`src/bpcp_pkg.sv`:
```
// shared constants and carrier types for the post code capture port
package bpcp_pkg;

	// ==========================================================
	// register map
	localparam logic [11:0] EC_OFF_QUEUE = 12'h100;
	localparam logic [11:0] EC_OFF_CONFIG = 12'h104;
	localparam logic [11:0] EC_OFF_STATUS = 12'h108;
	localparam logic [11:0] EC_OFF_COUNT = 12'h10C;
	localparam logic [11:0] EC_OFF_ACTIVATE = 12'h330;
	localparam logic [7:0] HOST_OFF_CAPTURE = 8'h00;
	localparam logic [7:0] HOST_IDX_ACTIVATE = 8'h30;

	// ==========================================================
	// field positions
	localparam int CFG_THR_LSB = 6;
	localparam int CFG_TIMER_EN_BIT = 5;
	localparam int CFG_DIV_LSB = 3;
	localparam int CFG_CLR_TS_BIT = 2;
	localparam int CFG_FLUSH_BIT = 1;
	localparam int STS_OVERRUN_BIT = 1;
	localparam int STS_NOT_EMPTY_BIT = 0;
	localparam int COUNT_LSB = 8;
	localparam int ACT_BIT = 0;

	// ==========================================================
	// reset values and sizes
	localparam logic [7:0] CFG_RESET = 8'h00;
	localparam logic ACT_RESET = 1'b0;
	localparam int TS_W = 24;
	localparam int BYTE_W = 8;
	localparam int ENTRY_W = TS_W + BYTE_W;
	localparam int QUEUE_DEPTH = 16;
	localparam int LEVEL_W = 5;

	// ==========================================================
	// threshold levels per code 0..3
	localparam logic [LEVEL_W-1:0] THR_CODE0 = 5'h01;
	localparam logic [LEVEL_W-1:0] THR_CODE1 = 5'h04;
	localparam logic [LEVEL_W-1:0] THR_CODE2 = 5'h08;
	localparam logic [LEVEL_W-1:0] THR_CODE3 = 5'h0E;

	// tick divider base: code n divides the clock by DIV_BASE << n
	localparam int DIV_BASE = 8;
	localparam int PRESC_W = 6;

	// one queue entry: time tag above, host byte below
	typedef struct packed {
		logic [TS_W-1:0] entry_time_tag;
		logic [BYTE_W-1:0] queued_byte;
	} bpcp_entry_t;

	// software controls held in the configuration register
	typedef struct packed {
		logic [1:0] thr_sel;
		logic timer_en;
		logic [1:0] tick_divider_sel;
	} bpcp_cfg_t;

endpackage

```
`src/bpcp_capture_port.sv`:
```
// post code capture port: host byte capture, time tagging, queue and ec registers
`timescale 1ns/1ps
`default_nettype none

// ==========================================================
// queue with flip-flop storage, valid/ready on both sides
module bpcp_fifo #(
	parameter int W = 32,
	parameter int DEPTH = 16,
	parameter int LW = 5
) (
	// clock and reset
	input wire logic i_clk_sys,
	input wire logic i_rst_n,
	// control
	input wire logic i_flush,
	// filling side
	input wire logic i_in_valid,
	output logic o_in_ready,
	input wire logic [W-1:0] i_in_data,
	// draining side
	output logic o_out_valid,
	input wire logic i_out_ready,
	output logic [W-1:0] o_out_data,
	output logic [LW-1:0] o_level
);
	localparam int AW = $clog2(DEPTH);

	typedef struct packed {
		logic [DEPTH-1:0][W-1:0] mem;
		logic [AW-1:0] rd_ptr;
		logic [AW-1:0] wr_ptr;
		logic [LW-1:0] level;
	} bpcp_fifo_state_t;

	bpcp_fifo_state_t st_r;
	bpcp_fifo_state_t st_nxt;
	logic push;
	logic pop;

	// pointers wrap by overflow, so depth must be a power of two
	if (DEPTH < 2 || (DEPTH & (DEPTH - 1)) != 0 || LW < $clog2(DEPTH + 1))
	begin : g_bad_depth
		$error("bpcp_fifo: unsupported DEPTH or LW");
	end

	// a full queue still accepts when the head leaves in the same cycle
	assign o_out_valid = (st_r.level != '0);
	assign o_in_ready = (st_r.level != LW'(DEPTH)) || i_out_ready;
	assign o_out_data = st_r.mem[st_r.rd_ptr];
	assign o_level = st_r.level;
	assign pop = o_out_valid && i_out_ready;
	assign push = i_in_valid && o_in_ready;

	// next state; flush drops everything including a same-cycle push
	always_comb
	begin
		st_nxt = st_r;
		if (i_flush)
		begin
			st_nxt.rd_ptr = '0;
			st_nxt.wr_ptr = '0;
			st_nxt.level = '0;
		end
		else
		begin
			if (push)
			begin
				st_nxt.mem[st_r.wr_ptr] = i_in_data;
				st_nxt.wr_ptr = st_r.wr_ptr + AW'(1);
			end
			if (pop)
				st_nxt.rd_ptr = st_r.rd_ptr + AW'(1);
			if (push && !pop)
				st_nxt.level = st_r.level + LW'(1);
			else if (pop && !push)
				st_nxt.level = st_r.level - LW'(1);
		end
	end

	// state register
	always_ff @(posedge i_clk_sys or negedge i_rst_n)
	begin
		if (!i_rst_n)
			st_r <= '0;
		else
			st_r <= st_nxt;
	end
endmodule

// ==========================================================
// top of the capture port
// Contract
// - inactive: no claim, flush, zero, stop timer
// - configuration kept regardless of activation bit
// - activation via host index 30h, ec 330h
// - accepted byte plus timestamp pushed, 16 deep
// - full queue drops oldest; host reads zero
// - ec map 100h/104h/108h/10Ch, host 00h
// - threshold codes give 1, 4, 8, 14
// - irq while active and level reaches threshold
// - timer counts only while enable bit set
// - tick rate clock over 8/16/32/64
// - writing one to bit 2 clears timer
// - ec write of zero to 10Ch or 330h clears the timer
// - writing one to bit 1 flushes queue
// - status bit 1 flags write while full
// - status bit 0 shows queue not empty
// - count register loads and reads timer
module bpcp_capture_port #(
	parameter int DEPTH = bpcp_pkg::QUEUE_DEPTH
) (
	// clock and reset
	input wire logic i_clk_sys,
	input wire logic i_rst_n,
	// host i/o capture port, byte wide
	input wire logic i_host_wr,
	input wire logic i_host_rd,
	input wire logic [7:0] i_host_addr,
	input wire logic [7:0] i_host_wdata,
	output logic o_host_claim,
	output logic [7:0] o_host_rdata,
	// host configuration port
	input wire logic i_cfg_wr,
	input wire logic i_cfg_rd,
	input wire logic [7:0] i_cfg_index,
	input wire logic [7:0] i_cfg_wdata,
	output logic [7:0] o_cfg_rdata,
	// ec register port
	input wire logic i_ec_wr,
	input wire logic i_ec_rd,
	input wire logic [11:0] i_ec_addr,
	input wire logic [3:0] i_ec_be,
	input wire logic [31:0] i_ec_wdata,
	output logic [31:0] o_ec_rdata,
	output logic o_ec_rvalid,
	// interrupt level to the aggregator
	output logic o_fill_level_irq
);
	typedef struct packed {
		bpcp_pkg::bpcp_cfg_t cfg;
		logic active;
		logic overrun;
		logic [bpcp_pkg::TS_W-1:0] ts;
		logic [bpcp_pkg::PRESC_W-1:0] presc;
		logic [31:0] ec_rdata;
		logic ec_rvalid;
		logic [7:0] cfg_rdata;
	} bpcp_state_t;

	bpcp_state_t st_r;
	bpcp_state_t st_nxt;
	logic [1:0] rst_sync_r;
	logic rst_n_int;
	logic host_take;
	logic ec_cfg_wr;
	logic ec_cnt_wr;
	logic ec_act_wr;
	logic q_pop;
	logic q_flush;
	logic q_in_ready;
	logic q_out_valid;
	bpcp_pkg::bpcp_entry_t q_in;
	bpcp_pkg::bpcp_entry_t q_out;
	logic [bpcp_pkg::LEVEL_W-1:0] q_level;
	logic [bpcp_pkg::LEVEL_W-1:0] thr_level;
	logic [bpcp_pkg::PRESC_W-1:0] presc_last;
	logic [31:0] cnt_merged;
	logic [31:0] cfg_word;
	logic [31:0] sts_word;

	if (DEPTH < int'(bpcp_pkg::THR_CODE3))
	begin : g_bad_depth
		$error("bpcp_capture_port: DEPTH below highest threshold");
	end

	// ==========================================================
	// reset release through two flops, assertion stays asynchronous
	always_ff @(posedge i_clk_sys or negedge i_rst_n)
	begin
		if (!i_rst_n)
			rst_sync_r <= 2'h0;
		else
			rst_sync_r <= {rst_sync_r[0], 1'b1};
	end
	assign rst_n_int = rst_sync_r[1];

	// ==========================================================
	// access decode; the host only ever sees byte cycles here
	assign host_take = i_host_wr && st_r.active && (i_host_addr == bpcp_pkg::HOST_OFF_CAPTURE);
	assign o_host_claim = host_take;
	assign ec_cfg_wr = i_ec_wr && (i_ec_addr == bpcp_pkg::EC_OFF_CONFIG) && i_ec_be[0];
	assign ec_cnt_wr = i_ec_wr && (i_ec_addr == bpcp_pkg::EC_OFF_COUNT) && (i_ec_be[3:1] != 3'h0);
	assign ec_act_wr = i_ec_wr && (i_ec_addr == bpcp_pkg::EC_OFF_ACTIVATE) && i_ec_be[0];
	assign q_pop = i_ec_rd && (i_ec_addr == bpcp_pkg::EC_OFF_QUEUE) && q_out_valid;

	// flush by software, or continuously while the block is off
	assign q_flush = !st_r.active || (ec_cfg_wr && i_ec_wdata[bpcp_pkg::CFG_FLUSH_BIT]);

	// ==========================================================
	// capture queue; a full queue frees its head so the new byte lands
	assign q_in.entry_time_tag = st_r.ts;
	assign q_in.queued_byte = i_host_wdata;

	bpcp_fifo #(
		.W(bpcp_pkg::ENTRY_W),
		.DEPTH(DEPTH),
		.LW(bpcp_pkg::LEVEL_W)
	) u_queue (
		.i_clk_sys(i_clk_sys),
		.i_rst_n(rst_n_int),
		.i_flush(q_flush),
		.i_in_valid(host_take),
		.o_in_ready(q_in_ready),
		.i_in_data(q_in),
		.o_out_valid(q_out_valid),
		.i_out_ready(q_pop || (host_take && q_level == bpcp_pkg::LEVEL_W'(DEPTH))),
		.o_out_data(q_out),
		.o_level(q_level)
	);

	// ==========================================================
	// threshold lookup and interrupt level
	always_comb
	begin
		unique case (st_r.cfg.thr_sel)
			2'h0: thr_level = bpcp_pkg::THR_CODE0;
			2'h1: thr_level = bpcp_pkg::THR_CODE1;
			2'h2: thr_level = bpcp_pkg::THR_CODE2;
			2'h3: thr_level = bpcp_pkg::THR_CODE3;
		endcase
	end
	assign o_fill_level_irq = st_r.active && (q_level >= thr_level);

	// last prescaler count for the selected division
	assign presc_last = bpcp_pkg::PRESC_W'((bpcp_pkg::DIV_BASE << st_r.cfg.tick_divider_sel) - 1);

	// count register write merges enabled bytes into the timer field
	always_comb
	begin
		cnt_merged = {st_r.ts, 8'h00};
		for (int b = 1; b < 4; b++)
		begin
			if (i_ec_be[b])
				cnt_merged[8*b +: 8] = i_ec_wdata[8*b +: 8];
		end
	end

	// read views; self-clearing command bits always read zero
	assign cfg_word = {24'h000000, st_r.cfg, 3'h0};
	assign sts_word = {30'h0, st_r.overrun, q_out_valid};

	// ==========================================================
	// next state of controls, timer and read data
	always_comb
	begin
		st_nxt = st_r;
		st_nxt.ec_rvalid = i_ec_rd;
		st_nxt.ec_rdata = 32'h00000000;
		st_nxt.cfg_rdata = 8'h00;

		// configuration is written independent of activation
		if (ec_cfg_wr)
			st_nxt.cfg = i_ec_wdata[bpcp_pkg::CFG_DIV_LSB +: 5];

		// activation from either the ec map or the host config port
		if (ec_act_wr)
			st_nxt.active = i_ec_wdata[bpcp_pkg::ACT_BIT];
		else if (i_cfg_wr && i_cfg_index == bpcp_pkg::HOST_IDX_ACTIVATE)
			st_nxt.active = i_cfg_wdata[bpcp_pkg::ACT_BIT];

		// overrun is sticky; a write while full beats a flush
		if (q_flush)
			st_nxt.overrun = 1'b0;
		if (host_take && q_level == bpcp_pkg::LEVEL_W'(DEPTH))
			st_nxt.overrun = 1'b1;

		// timer: software load or clear wins over the tick
		if (st_r.active && st_r.cfg.timer_en)
		begin
			if (st_r.presc == presc_last)
			begin
				st_nxt.presc = '0;
				st_nxt.ts = st_r.ts + bpcp_pkg::TS_W'(1);
			end
			else
				st_nxt.presc = st_r.presc + bpcp_pkg::PRESC_W'(1);
		end
		if (ec_cnt_wr)
			st_nxt.ts = cnt_merged[bpcp_pkg::COUNT_LSB +: bpcp_pkg::TS_W];
		if (ec_cfg_wr && i_ec_wdata[bpcp_pkg::CFG_CLR_TS_BIT])
		begin
			st_nxt.ts = '0;
			st_nxt.presc = '0;
		end
		if (!st_r.active)
		begin
			st_nxt.ts = '0;
			st_nxt.presc = '0;
		end

		// ec read mux, answered one cycle after the strobe
		if (i_ec_rd)
		begin
			unique case (i_ec_addr)
				bpcp_pkg::EC_OFF_QUEUE: st_nxt.ec_rdata = q_out_valid ? q_out : 32'h00000000;
				bpcp_pkg::EC_OFF_CONFIG: st_nxt.ec_rdata = cfg_word;
				bpcp_pkg::EC_OFF_STATUS: st_nxt.ec_rdata = sts_word;
				bpcp_pkg::EC_OFF_COUNT: st_nxt.ec_rdata = {st_r.ts, 8'h00};
				bpcp_pkg::EC_OFF_ACTIVATE: st_nxt.ec_rdata = {31'h0, st_r.active};
				default: st_nxt.ec_rdata = 32'h00000000;
			endcase
		end

		// host configuration port read
		if (i_cfg_rd && i_cfg_index == bpcp_pkg::HOST_IDX_ACTIVATE)
			st_nxt.cfg_rdata = {7'h00, st_r.active};
	end

	// state register
	always_ff @(posedge i_clk_sys or negedge rst_n_int)
	begin
		if (!rst_n_int)
		begin
			st_r <= '0;
			st_r.cfg <= bpcp_pkg::CFG_RESET[bpcp_pkg::CFG_DIV_LSB +: 5];
			st_r.active <= bpcp_pkg::ACT_RESET;
		end
		else
			st_r <= st_nxt;
	end

	// outputs; host reads of the capture register are always zero
	assign o_host_rdata = 8'h00;
	assign o_ec_rdata = st_r.ec_rdata;
	assign o_ec_rvalid = st_r.ec_rvalid;
	assign o_cfg_rdata = st_r.cfg_rdata;
endmodule

`default_nettype wire

```
`config.mk`:
```
export PLATFORM = sky130hd
export DESIGN_NAME = bpcp_capture_port
export DESIGN_NICKNAME = d
export VERILOG_FILES = /design/src/bpcp_pkg.sv /design/src/bpcp_capture_port.sv
export SDC_FILE = /design/constraint.sdc
export NUM_CORES = 1
export LEC_CHECK = 0
export BUFFER_PORTS_ARGS = -buffer_cell sky130_fd_sc_hd__clkbuf_2
export CAP_MARGIN = 20
export CORE_MARGIN = 2
export CORE_UTILIZATION = 60
export CTS_CLUSTER_SIZE = 40
export DETAILED_ROUTE_END_ITERATION = 12
export PLACE_DENSITY = 0.78
export SYNTH_ARGS = -nofsm -noshare
export SYNTH_HDL_FRONTEND = slang
export SYNTH_SLANG_ARGS = --single-unit
```
`constraint.sdc`:
```
create_clock -name i_clk_sys -period 52.4 [get_ports i_clk_sys]
set_input_delay 10.48 -clock i_clk_sys [delete_from_list [all_inputs] [get_ports i_clk_sys]]
set_output_delay 10.48 -clock i_clk_sys [all_outputs]
set_load 0.01 [all_outputs]
```
==> out/metrics.cfg, run 1 <==
[run_status]
status=finished, final reports clean

[logic_synthesis]
yosys.area.top_type=dfrtp_1
syn_avg_cell_area_sq_um=14.5
synth_top_family_by_area=multiplexers
ys_ff_latch=598
synth-main-ff-cell=dfrtp_1
synth_area_sq_um=28000
synth_area_leaders=dfrtp_1, mux2_2, mux4_2, mux2_1, buf_4
synth_enable_flop_cells=0
synth-xor-area-share=0.00375
synthAdderAreaFrac=0.00697
yosysWarnings=0
synth.area.mux_share=0.338
synth_top_area_frac=0.534
synth_compound_area_frac=0.0311
syn_inst=1937
seq_area_frac_synth=0.534
async_flop_share=1.00
synth.distinct_cells=62
synth-simple-area-share=0.0403

[route]
dr.pass1.iters=7
wl_per_cell_um=25.5
drc=0
drt_iter0_markers=1461
routed_wl_mm=66.2
vias_per_cell=6.38
via_count=16600
drtAntennaViolNets=0

[grt]
grt_usage=0.284
overflow=0
grt_pass1_vias=17400
grt_max_degree=192
grt_pass1_wl_mm=103
antenna_found_initial=3

[timing]
drv_slew=0
grt_setup_unrepaired=false
fin_ws_ns=30.22
setup_viol=0
period_share=0.423
slew_headroom=0.237
timing.setup.tns_ns=0
holdWs_ns=0.350
min_period_ns=22.18
finClkSkew_ns=0.0132
clock.fmax_mhz=45.1
worstMarginPinSlew_ns=1.13
timing.final.hold_violations=0

[setup_path]
crit_path_end_kind=output port
cp_max_fo=10
r2r_cells=5
cp.arrival_ns=11.70
startpoint_type=input port
reg2reg_slack_ns=48.82
crit-reg2reg-launch=u_queue.st_r[9]$_DFFE_PN0P_
r2r-end=o_ec_rdata[0]$_DFF_PN0_
worstPathRequired_ns=41.92
critical_path_class=input port to output port

[placement]
dp_slack_ns=30.21
hpwlAfterDp_mm=37.8
place_congestion=0.793
io_buffers=115

[worst_hold_path]
hold_end=rst_sync_r[1]$_DFF_PN0_
worstHoldStart=rst_sync_r[0]$_DFF_PN0_
holdPathStages=0
hp-class=register to register

[clocking]
cts.clk_slew.worst_paths_ns=0.06
post_cts_resized=0
ctsHoldBuffers=0
cts_tree=yes
clk_latency_ns=0.61
cts-buffers-inserted=59
cts_sinks=598
cts_max_level=2
cts_buffer_depth=3
root_buffer=clkbuf_16
cts_setup_buffers=0

[finish]
layout_common_cells=dfrtp_1, mux2_2, mux2_1
regArea_sq_um=15000
utilization=0.660
fillers=3196
nets=2052
drive_gt1_frac=0.385
area_growth_pct=9.12
multiInputGateArea_sq_um=11900
final_common_cell=dfrtp_1

[die]
placementRows=79
core_area_sq_um=46300
ios=139
dieArea_sq_um=48400
start_util=0.605
die_h_um=220
die_w_um=220

[run]
drv_cap=0

[pwr]
p_leak_nw=14.8
max-vdd-ir-drop_mv=0.0250
power_uw=896
power.density_nw_per_um2=29.3

## worst max path at each step
stage                              start      endpoint  cells after the start
after global routing      i_host_addr[5]  o_host_claim                      5
after detailed placement  i_host_addr[5]  o_host_claim                      5
final                     i_host_addr[5]  o_host_claim                      5
after floorplan           i_host_addr[5]  o_host_claim                      3
after global placement    i_host_addr[5]  o_host_claim                      5
after CTS                 i_host_addr[5]  o_host_claim                      5
## per-stage QoR
| step | cells | instance area, sq um |
|---|---|---|
| finish | 2597 | 30600 |
| global route | 2595 | 30500 |
| CTS | 2594 | 30500 |
| detailed placement | 2494 | 28600 |
| global placement | 2494 | 28600 |
| floorplan | 1951 | 28100 |
## power by group
part	internal, mW	total [mW]	leakage, nW	switching, mW
sequential	0.462	0.463	8.32	0.000972
clock	0.241	0.415	0.927	0.174
combinational	0.00391	0.0181	5.52	0.0142
total	0.707	0.896	14.8	0.189
## state kept, by name, summed over array words and instances (netlist names)
register	flops
cfg_word	5
o_cfg_rdata	1
o_ec_rdata	32
o_ec_rvalid	1
q_in	24
rst_sync_r	2
st_r	8
u_queue.o_level	5
u_queue.st_r	520
## area by class of cell
class / instances / share of cell area
clock buffer: 88 / 0.0569
sequential: 598 / 0.490
clock inverter: 12 / 0.00442
inverter: 54 / 0.00663
timing repair buffer: 150 / 0.0285
multi-input combinational: 1086 / 0.388
antenna: 2 / 0.000164
tap: 607 / 0.0249
## logic make-up after synthesis
family,count (synthesis)
multiplexers,681
flip-flops,598
buffers and inverters,267
AND/OR/NAND/NOR,218
AO/OA/AOI/OAI,144
adder cells (fa/ha/maj),15
XOR/XNOR,12
other,2
## layer usage
layer	up-vias	track usage	part of all wire
li1	7039	-	-
met1	8848	0.388	0.41
met2	538	0.464	0.49
met3	142	0.0482	0.060
met4	0	0.105	0.032
met5	-	0	0
## cell usage after synthesis, types with 3 or more instances
cell / number
mux2_2: 333
nand3_1: 17
a2111oi_2: 4
clkbuf_1: 91
xnor2_1: 9
nor2b_1: 4
or4_1: 3
a211oi_2: 3
nand2b_1: 3
mux2i_1: 8
dfrtp_1: 598
and4_1: 4
nor3b_1: 4
a21oi_1: 42
o31a_1: 3
o21ai_0: 54
o22ai_1: 15
and2_1: 10
o21ai_1: 4
and3_1: 4
o31ai_1: 4
inv_1: 53
nor4_1: 10
nand2_1: 72
nor3_1: 18
ha_1: 14
nand4_1: 13
nor2_1: 39
xor2_1: 3
buf_1: 6
mux4_2: 160
buf_4: 48
mux2_1: 180
buf_2: 68
## critical path: stages
cell and delay [ns]:
clkbuf_2 0.08, nor4_1 0.36, nand3_2 0.31, inv_2 0.26
clkbuf_2 0.21
No activity file was read; power rests on OpenSTA's default activity.
==> inputs of run 2 (changes only) <==
==> constraint.sdc (replaced) <==
create_clock -name i_clk_sys -period 21.8 [get_ports i_clk_sys]
set_input_delay 4.36 -clock i_clk_sys [delete_from_list [all_inputs] [get_ports i_clk_sys]]
set_output_delay 4.36 -clock i_clk_sys [all_outputs]
set_load 0.01 [all_outputs]
==> run 2 against run 1 <==
  * Hold slack lost 0.13 ns
  * Wire length grew 0.97%
  * Final cell count grew 0.35%
  * Largest cell class unchanged
  * Highest routed layer is now met5
==> out/metrics.cfg, run 2 (synthesized netlist as in run 1, its figures left out) <==
[placement]
dpl-instance-area_sq_um=28600  ; about the same
dp_slack_ns=11.89  ; -18.32 ns
place_congestion=0.802  ; +1.1%
hpwlAfterDp_mm=36.9  ; -2.3%
place_inst=2492  ; -0.080%
io_buffers=115  ; unchanged

[finish]
utilization=0.664  ; +0.00389
regArea_sq_um=15000  ; unchanged
area_growth_pct=9.76
layout_common_cells=dfrtp_1, mux2_2, mux2_1
fillers=3138  ; -1.8%
top_register=u_queue.st_r
drive_gt1_frac=0.388  ; +0.00258
layout.cells.non_filler=2606  ; +0.35%
multiInputGateArea_sq_um=11900  ; unchanged
largest_register_ffs=520  ; unchanged
final_common_cell=dfrtp_1
fin_area_sq_um=30700  ; +0.59%
nets=2052  ; unchanged

[clocking]
cts_buffer_depth=3  ; unchanged
cts.clk_slew.worst_paths_ns=0.06  ; about the same
root_buffer=clkbuf_16
cts_tree=yes
clk_latency_ns=0.62  ; about the same
cts_setup_buffers=0  ; unchanged
cts_sinks=598  ; unchanged
cts-buffers-inserted=59  ; unchanged
post_cts_resized=0  ; unchanged
cts_max_level=2  ; unchanged
ctsHoldBuffers=0  ; unchanged

[route]
highest_layer=met5
routed-wl-met3_mm=4.18  ; +5.9%
wl_per_cell_um=25.7  ; +0.63%
drt_iter0_markers=1472  ; +0.75%
vias_per_cell=6.40  ; +0.36%
drtAntennaViolNets=0  ; unchanged
routed_wl_mm=66.9  ; +0.97%
dr_wl_met2_mm=33.4  ; +2.0%
drt-met1-wl_mm=27.1  ; -1.1%
dr.pass1.iters=5  ; -2
drc=0  ; unchanged
via_count=16700  ; +0.71%

[grt]
grt_max_degree=196  ; +2.1%
grt_usage=0.285  ; +0.00103
grt_pass1_vias=17200  ; -1.1%
grt_pass1_wl_mm=103  ; +0.13%
overflow=0  ; unchanged
antenna_found_initial=3  ; unchanged

[timing]
timing.setup.tns_ns=0  ; unchanged
period_share=0.454
fin_ws_ns=11.90  ; -18.33 ns
drv_slew=0  ; unchanged
clock.fmax_mhz=101
min_period_ns=9.90
slew_headroom=0.300  ; +0.0628
worstMarginPinSlew_ns=1.04  ; -0.0933 ns
timing.final.hold_violations=0  ; unchanged
setup_viol=0  ; unchanged
grt_setup_unrepaired=false
finClkSkew_ns=0.0213  ; +0.00814 ns

[die]
die_w_um=220  ; unchanged
start_util=0.605  ; unchanged
dieArea_sq_um=48400  ; unchanged
die_h_um=220  ; unchanged
core_area_sq_um=46300  ; unchanged
ios=139  ; unchanged
placementRows=79  ; unchanged

[pwr]
power.density_nw_per_um2=71.5  ; +140%
max-vdd-ir-drop_mv=0.0581  ; +130%
p_leak_nw=14.9  ; +0.57%

[setup_path]
cp.arrival_ns=5.54  ; -6.16 ns
startpoint_type=input port
worstPathRequired_ns=17.44  ; -24.48 ns
critical_path_class=input port to output port
r2r_cells=5  ; unchanged
crit_path_end_kind=output port
cp_max_fo=10  ; unchanged

[run]
drv_cap=0  ; unchanged

[worst_hold_path]
hp-class=register to async pin

[run_status]
status=finished, final reports clean

## run 2: final cells by class
class,instances,area share
Sequential cell,598,0.487
Clock buffer,95,0.0594
Inverter,54,0.00660
Tap cell,607,0.0247
Multi-Input combinational cell,1086,0.386
Antenna cell,1,0.0000814
Clock inverter,15,0.00582
Timing Repair Buffer,150,0.0300
## run 2: critical path: stages
cell	delay, ns
clkbuf_2	0.08
nor4_1	0.32
nand3_2	0.31
inv_2	0.27
clkbuf_2	0.20
## run 2: final timing paths
| kind | startpoint | end | slack (ns) |
|---|---|---|---|
| worst min-delay path | rst_sync_r[1]$_DFF_PN0_ | u_queue.st_r[142]$_DFFE_PN0P_ | 0.22 |
| worst max register to register | rst_sync_r[1]$_DFF_PN0_ | u_queue.st_r[217]$_DFFE_PN0P_ | 18.45 |
| max in group asynchronous | i_rst_n | rst_sync_r[1]$_DFF_PN0_ | 18.16 |
| worst max-delay path | i_host_addr[5] | o_host_claim | 11.90 |
| min in group i_clk_sys | rst_sync_r[0]$_DFF_PN0_ | rst_sync_r[1]$_DFF_PN0_ | 0.35 |
| worst min register to register | rst_sync_r[1]$_DFF_PN0_ | u_queue.st_r[142]$_DFFE_PN0P_ | 0.22 |
## run 2: stage by stage
stage	total power [mW]	hold slack [ns]
2_1_floorplan	1.16	0.331
3_3_place_gp	1.17	0.338
3_5_place_dp	1.18	0.342
4_1_cts	2.21	0.355
5_1_grt	2.26	0.256
6_report	2.20	0.224
## run 2: routing by layer
layer,up-vias,track usage
met2,567,0.473
met5,-,0
li1,7058,-
met4,2,0.100
met1,8920,0.388
met3,138,0.0435
## run 2: where the power goes
group / switching [mW] / total (mW) / internal, mW
registers: 0.00109 / 1.11 / 1.11
logic: 0.0348 / 0.0452 / 0.0103
clock network: 0.425 / 1.04 / 0.617
total: 0.461 / 2.20 / 1.74
==> inputs of run 3 (changes only) <==
--- a/config.mk
+++ b/config.mk
@@ -8,10 +8,10 @@
 export BUFFER_PORTS_ARGS = -buffer_cell sky130_fd_sc_hd__clkbuf_2
 export CAP_MARGIN = 20
 export CORE_MARGIN = 2
-export CORE_UTILIZATION = 60
+export CORE_UTILIZATION = 56
 export CTS_CLUSTER_SIZE = 40
 export DETAILED_ROUTE_END_ITERATION = 12
-export PLACE_DENSITY = 0.78
+export PLACE_DENSITY = 0.77
 export SYNTH_ARGS = -nofsm -noshare
 export SYNTH_HDL_FRONTEND = slang
 export SYNTH_SLANG_ARGS = --single-unit
==> constraint.sdc (replaced) <==
create_clock -name i_clk_sys -period 8.9 [get_ports i_clk_sys]
set_input_delay 1.78 -clock i_clk_sys [delete_from_list [all_inputs] [get_ports i_clk_sys]]
set_output_delay 1.78 -clock i_clk_sys [all_outputs]
set_load 0.01 [all_outputs]
==> run 3 against run 2 <==
  * Clock power grew 140%
  * Critical path depth stayed put
  * Hold slack improved by 0.13 ns
  * Clock-buffer cell count increased by 1
  * Sequential power rose by 150%
  * Wire length shrank 2.0%
  * Sequential share of layout area increased by 0.13 points
  * Final cell count is 1.8% higher
  * Power is 140% higher
  * Utilization shrank 4.1 points
  * Design area fell by 0.27%
  * Non-clock buffer count decreased by 4
  * Critical path type unchanged
  * Largest power group unchanged
==> out/metrics.cfg, run 3 (synthesized netlist as in run 1, its figures left out) <==
[timing]
fin_ws_ns=4.12  ; -7.78 ns
timing.final.hold_violations=0  ; unchanged
setup_viol=0  ; unchanged
finClkSkew_ns=0.0133  ; -0.00796 ns
period_share=0.537
drv_slew=0  ; unchanged
worstMarginPinSlew_ns=1.08  ; +0.0402 ns
clock.fmax_mhz=209
grt_setup_unrepaired=false
timing.setup.tns_ns=0  ; unchanged
slew_headroom=0.270  ; -0.0299
min_period_ns=4.78

[finish]
regArea_sq_um=15000  ; unchanged
largest_register_ffs=520  ; unchanged
drive_gt1_frac=0.383  ; -0.00490
multiInputGateArea_sq_um=11900  ; unchanged
nets=2048  ; -0.19%
layout_common_cells=dfrtp_1, mux2_2, mux2_1
top_register=u_queue.st_r
final_common_cell=dfrtp_1
fillers=3588  ; +14%
fin_area_sq_um=30600  ; -0.27%
area_growth_pct=9.46

[grt]
grt_pass1_vias=17300  ; +0.66%
antenna_found_initial=2  ; -1
grtUsageMet3=0.0387  ; -0.00476
grt_pass1_wl_mm=102  ; -0.79%
grt_max_degree=182  ; -7.1%
overflow=0  ; unchanged
gr-usage-met1=0.351  ; -0.0374
use_met2=0.435  ; -0.0380
grt_usage=0.262  ; -0.0230
busiest_layer=met2

[worst_hold_path]
worstHoldStart=rst_sync_r[0]$_DFF_PN0_
holdPathStages=0
hp-class=register to register
hold_end=rst_sync_r[1]$_DFF_PN0_

[setup_path]
crit_path_end_kind=output port
cp_max_fo=10  ; unchanged
worstPathRequired_ns=7.12  ; -10.32 ns
r2r-end=u_queue.st_r[43]$_DFFE_PN0P_
r2r_cells=6  ; +1
reg2reg_slack_ns=5.83  ; -12.62 ns
critical_path_class=input port to output port
cp.arrival_ns=3.00  ; -2.54 ns
crit-reg2reg-launch=st_r[72]$_DFFE_PN0P_
startpoint_type=input port

[clocking]
cts_sinks=598  ; unchanged
cts_max_level=2  ; unchanged
cts_tree=yes
post_cts_resized=0  ; unchanged
cts_buffer_depth=3  ; unchanged
cts-buffers-inserted=59  ; unchanged
cts.clk_slew.worst_paths_ns=0.06  ; about the same
clk_latency_ns=0.63  ; about the same
ctsHoldBuffers=0  ; unchanged
cts_setup_buffers=0  ; unchanged
root_buffer=clkbuf_16

[die]
placementRows=81  ; +2.5%
core_area_sq_um=49200  ; +6.3%
die_w_um=228  ; +3.4%
die_h_um=228  ; +3.4%
ios=139  ; unchanged
dieArea_sq_um=51800  ; +7.0%
start_util=0.570  ; -0.0356

[route]
drc=0  ; unchanged
via_count=16500  ; -1.1%
vias_per_cell=6.22  ; -2.9%
drtAntennaViolNets=0  ; unchanged
dr.pass1.iters=5  ; unchanged
routed_wl_mm=65.5  ; -2.0%
drt_iter0_markers=1349  ; -8.4%
wl_per_cell_um=24.7  ; -3.7%

[pwr]
max-vdd-ir-drop_mv=0.172  ; +200%
p_leak_nw=14.8  ; -0.61%
power.density_nw_per_um2=172  ; +140%

[run_status]
status=finished, final reports clean

[placement]
io_buffers=115  ; unchanged
dp_slack_ns=3.99  ; -7.90 ns
dpl-instance-area_sq_um=28700  ; +0.26%
hpwlAfterDp_mm=37.9  ; +2.8%
place_congestion=0.837  ; +4.3%

[run]
drv_cap=0  ; unchanged

[run 3: cell count changes in the layout (fill, tap and decap cells not counted), sizes merged]
cell / delta
inv: -1
clkbuf: +1
clkinv: -5
bufinv: -2
buf: -4
[run 3: critical path, cell delays in order]
cell and delay (ns):
clkbuf_2 0.08, nor4_1 0.38, nand3_2 0.27, inv_2 0.23
clkbuf_2 0.25
[run 3: power by group]
group	switching, mW	total [mW]	internal [mW]	leakage, nW
sequential	0.00729	2.73	2.72	8.32
clock	1.02	2.45	1.43	0.931
combinational	0.0801	0.102	0.0218	5.52
total	1.11	5.28	4.17	14.8
[run 3: layout make-up]
cell class / instances / share of cell area
clock buffer: 96 / 0.0590
timing repair buffer: 146 / 0.0286
tap: 664 / 0.0271
inverter: 54 / 0.00661
antenna: 1 / 0.0000816
clock inverter: 7 / 0.00290
multi-input combinational: 1086 / 0.387
sequential: 598 / 0.489
[run 3: metal layers]
layer | vias to the layer above | wire length [um]
li1 | 7043 | -
met1 | 8845 | 27300
met2 | 459 | 32600
met3 | 148 | 3370
met4 | 0 | 2310
met5 | - | 0
[run 3: through the flow]
step	power (mW)	instances	util	hold WS (ns)
3_3_place_gp	2.88	2546	0.584	0.336
5_1_grt	5.46	2652	0.624	0.357
3_5_place_dp	2.88	2546	0.584	0.340
4_1_cts	5.32	2649	0.623	0.354
2_1_floorplan	2.84	1951	-	0.331
6_report	5.28	2652	0.624	0.352
[run 3: worst max path at each step]
stage	startpoint	endpoint	slack (ns)
after CTS	i_host_addr[5]	o_host_claim	4.10
after floorplan	rst_sync_r[1]$_DFF_PN0_	cfg_word[3]$_DFFE_PN0P_	3.10
after global placement	i_ec_addr[3]	u_queue.st_r[41]$_DFFE_PN0P_	4.03
after detailed placement	i_ec_addr[6]	u_queue.st_r[50]$_DFFE_PN0P_	3.99
final	i_host_addr[5]	o_host_claim	4.12
after global routing	i_host_addr[5]	o_host_claim	4.01
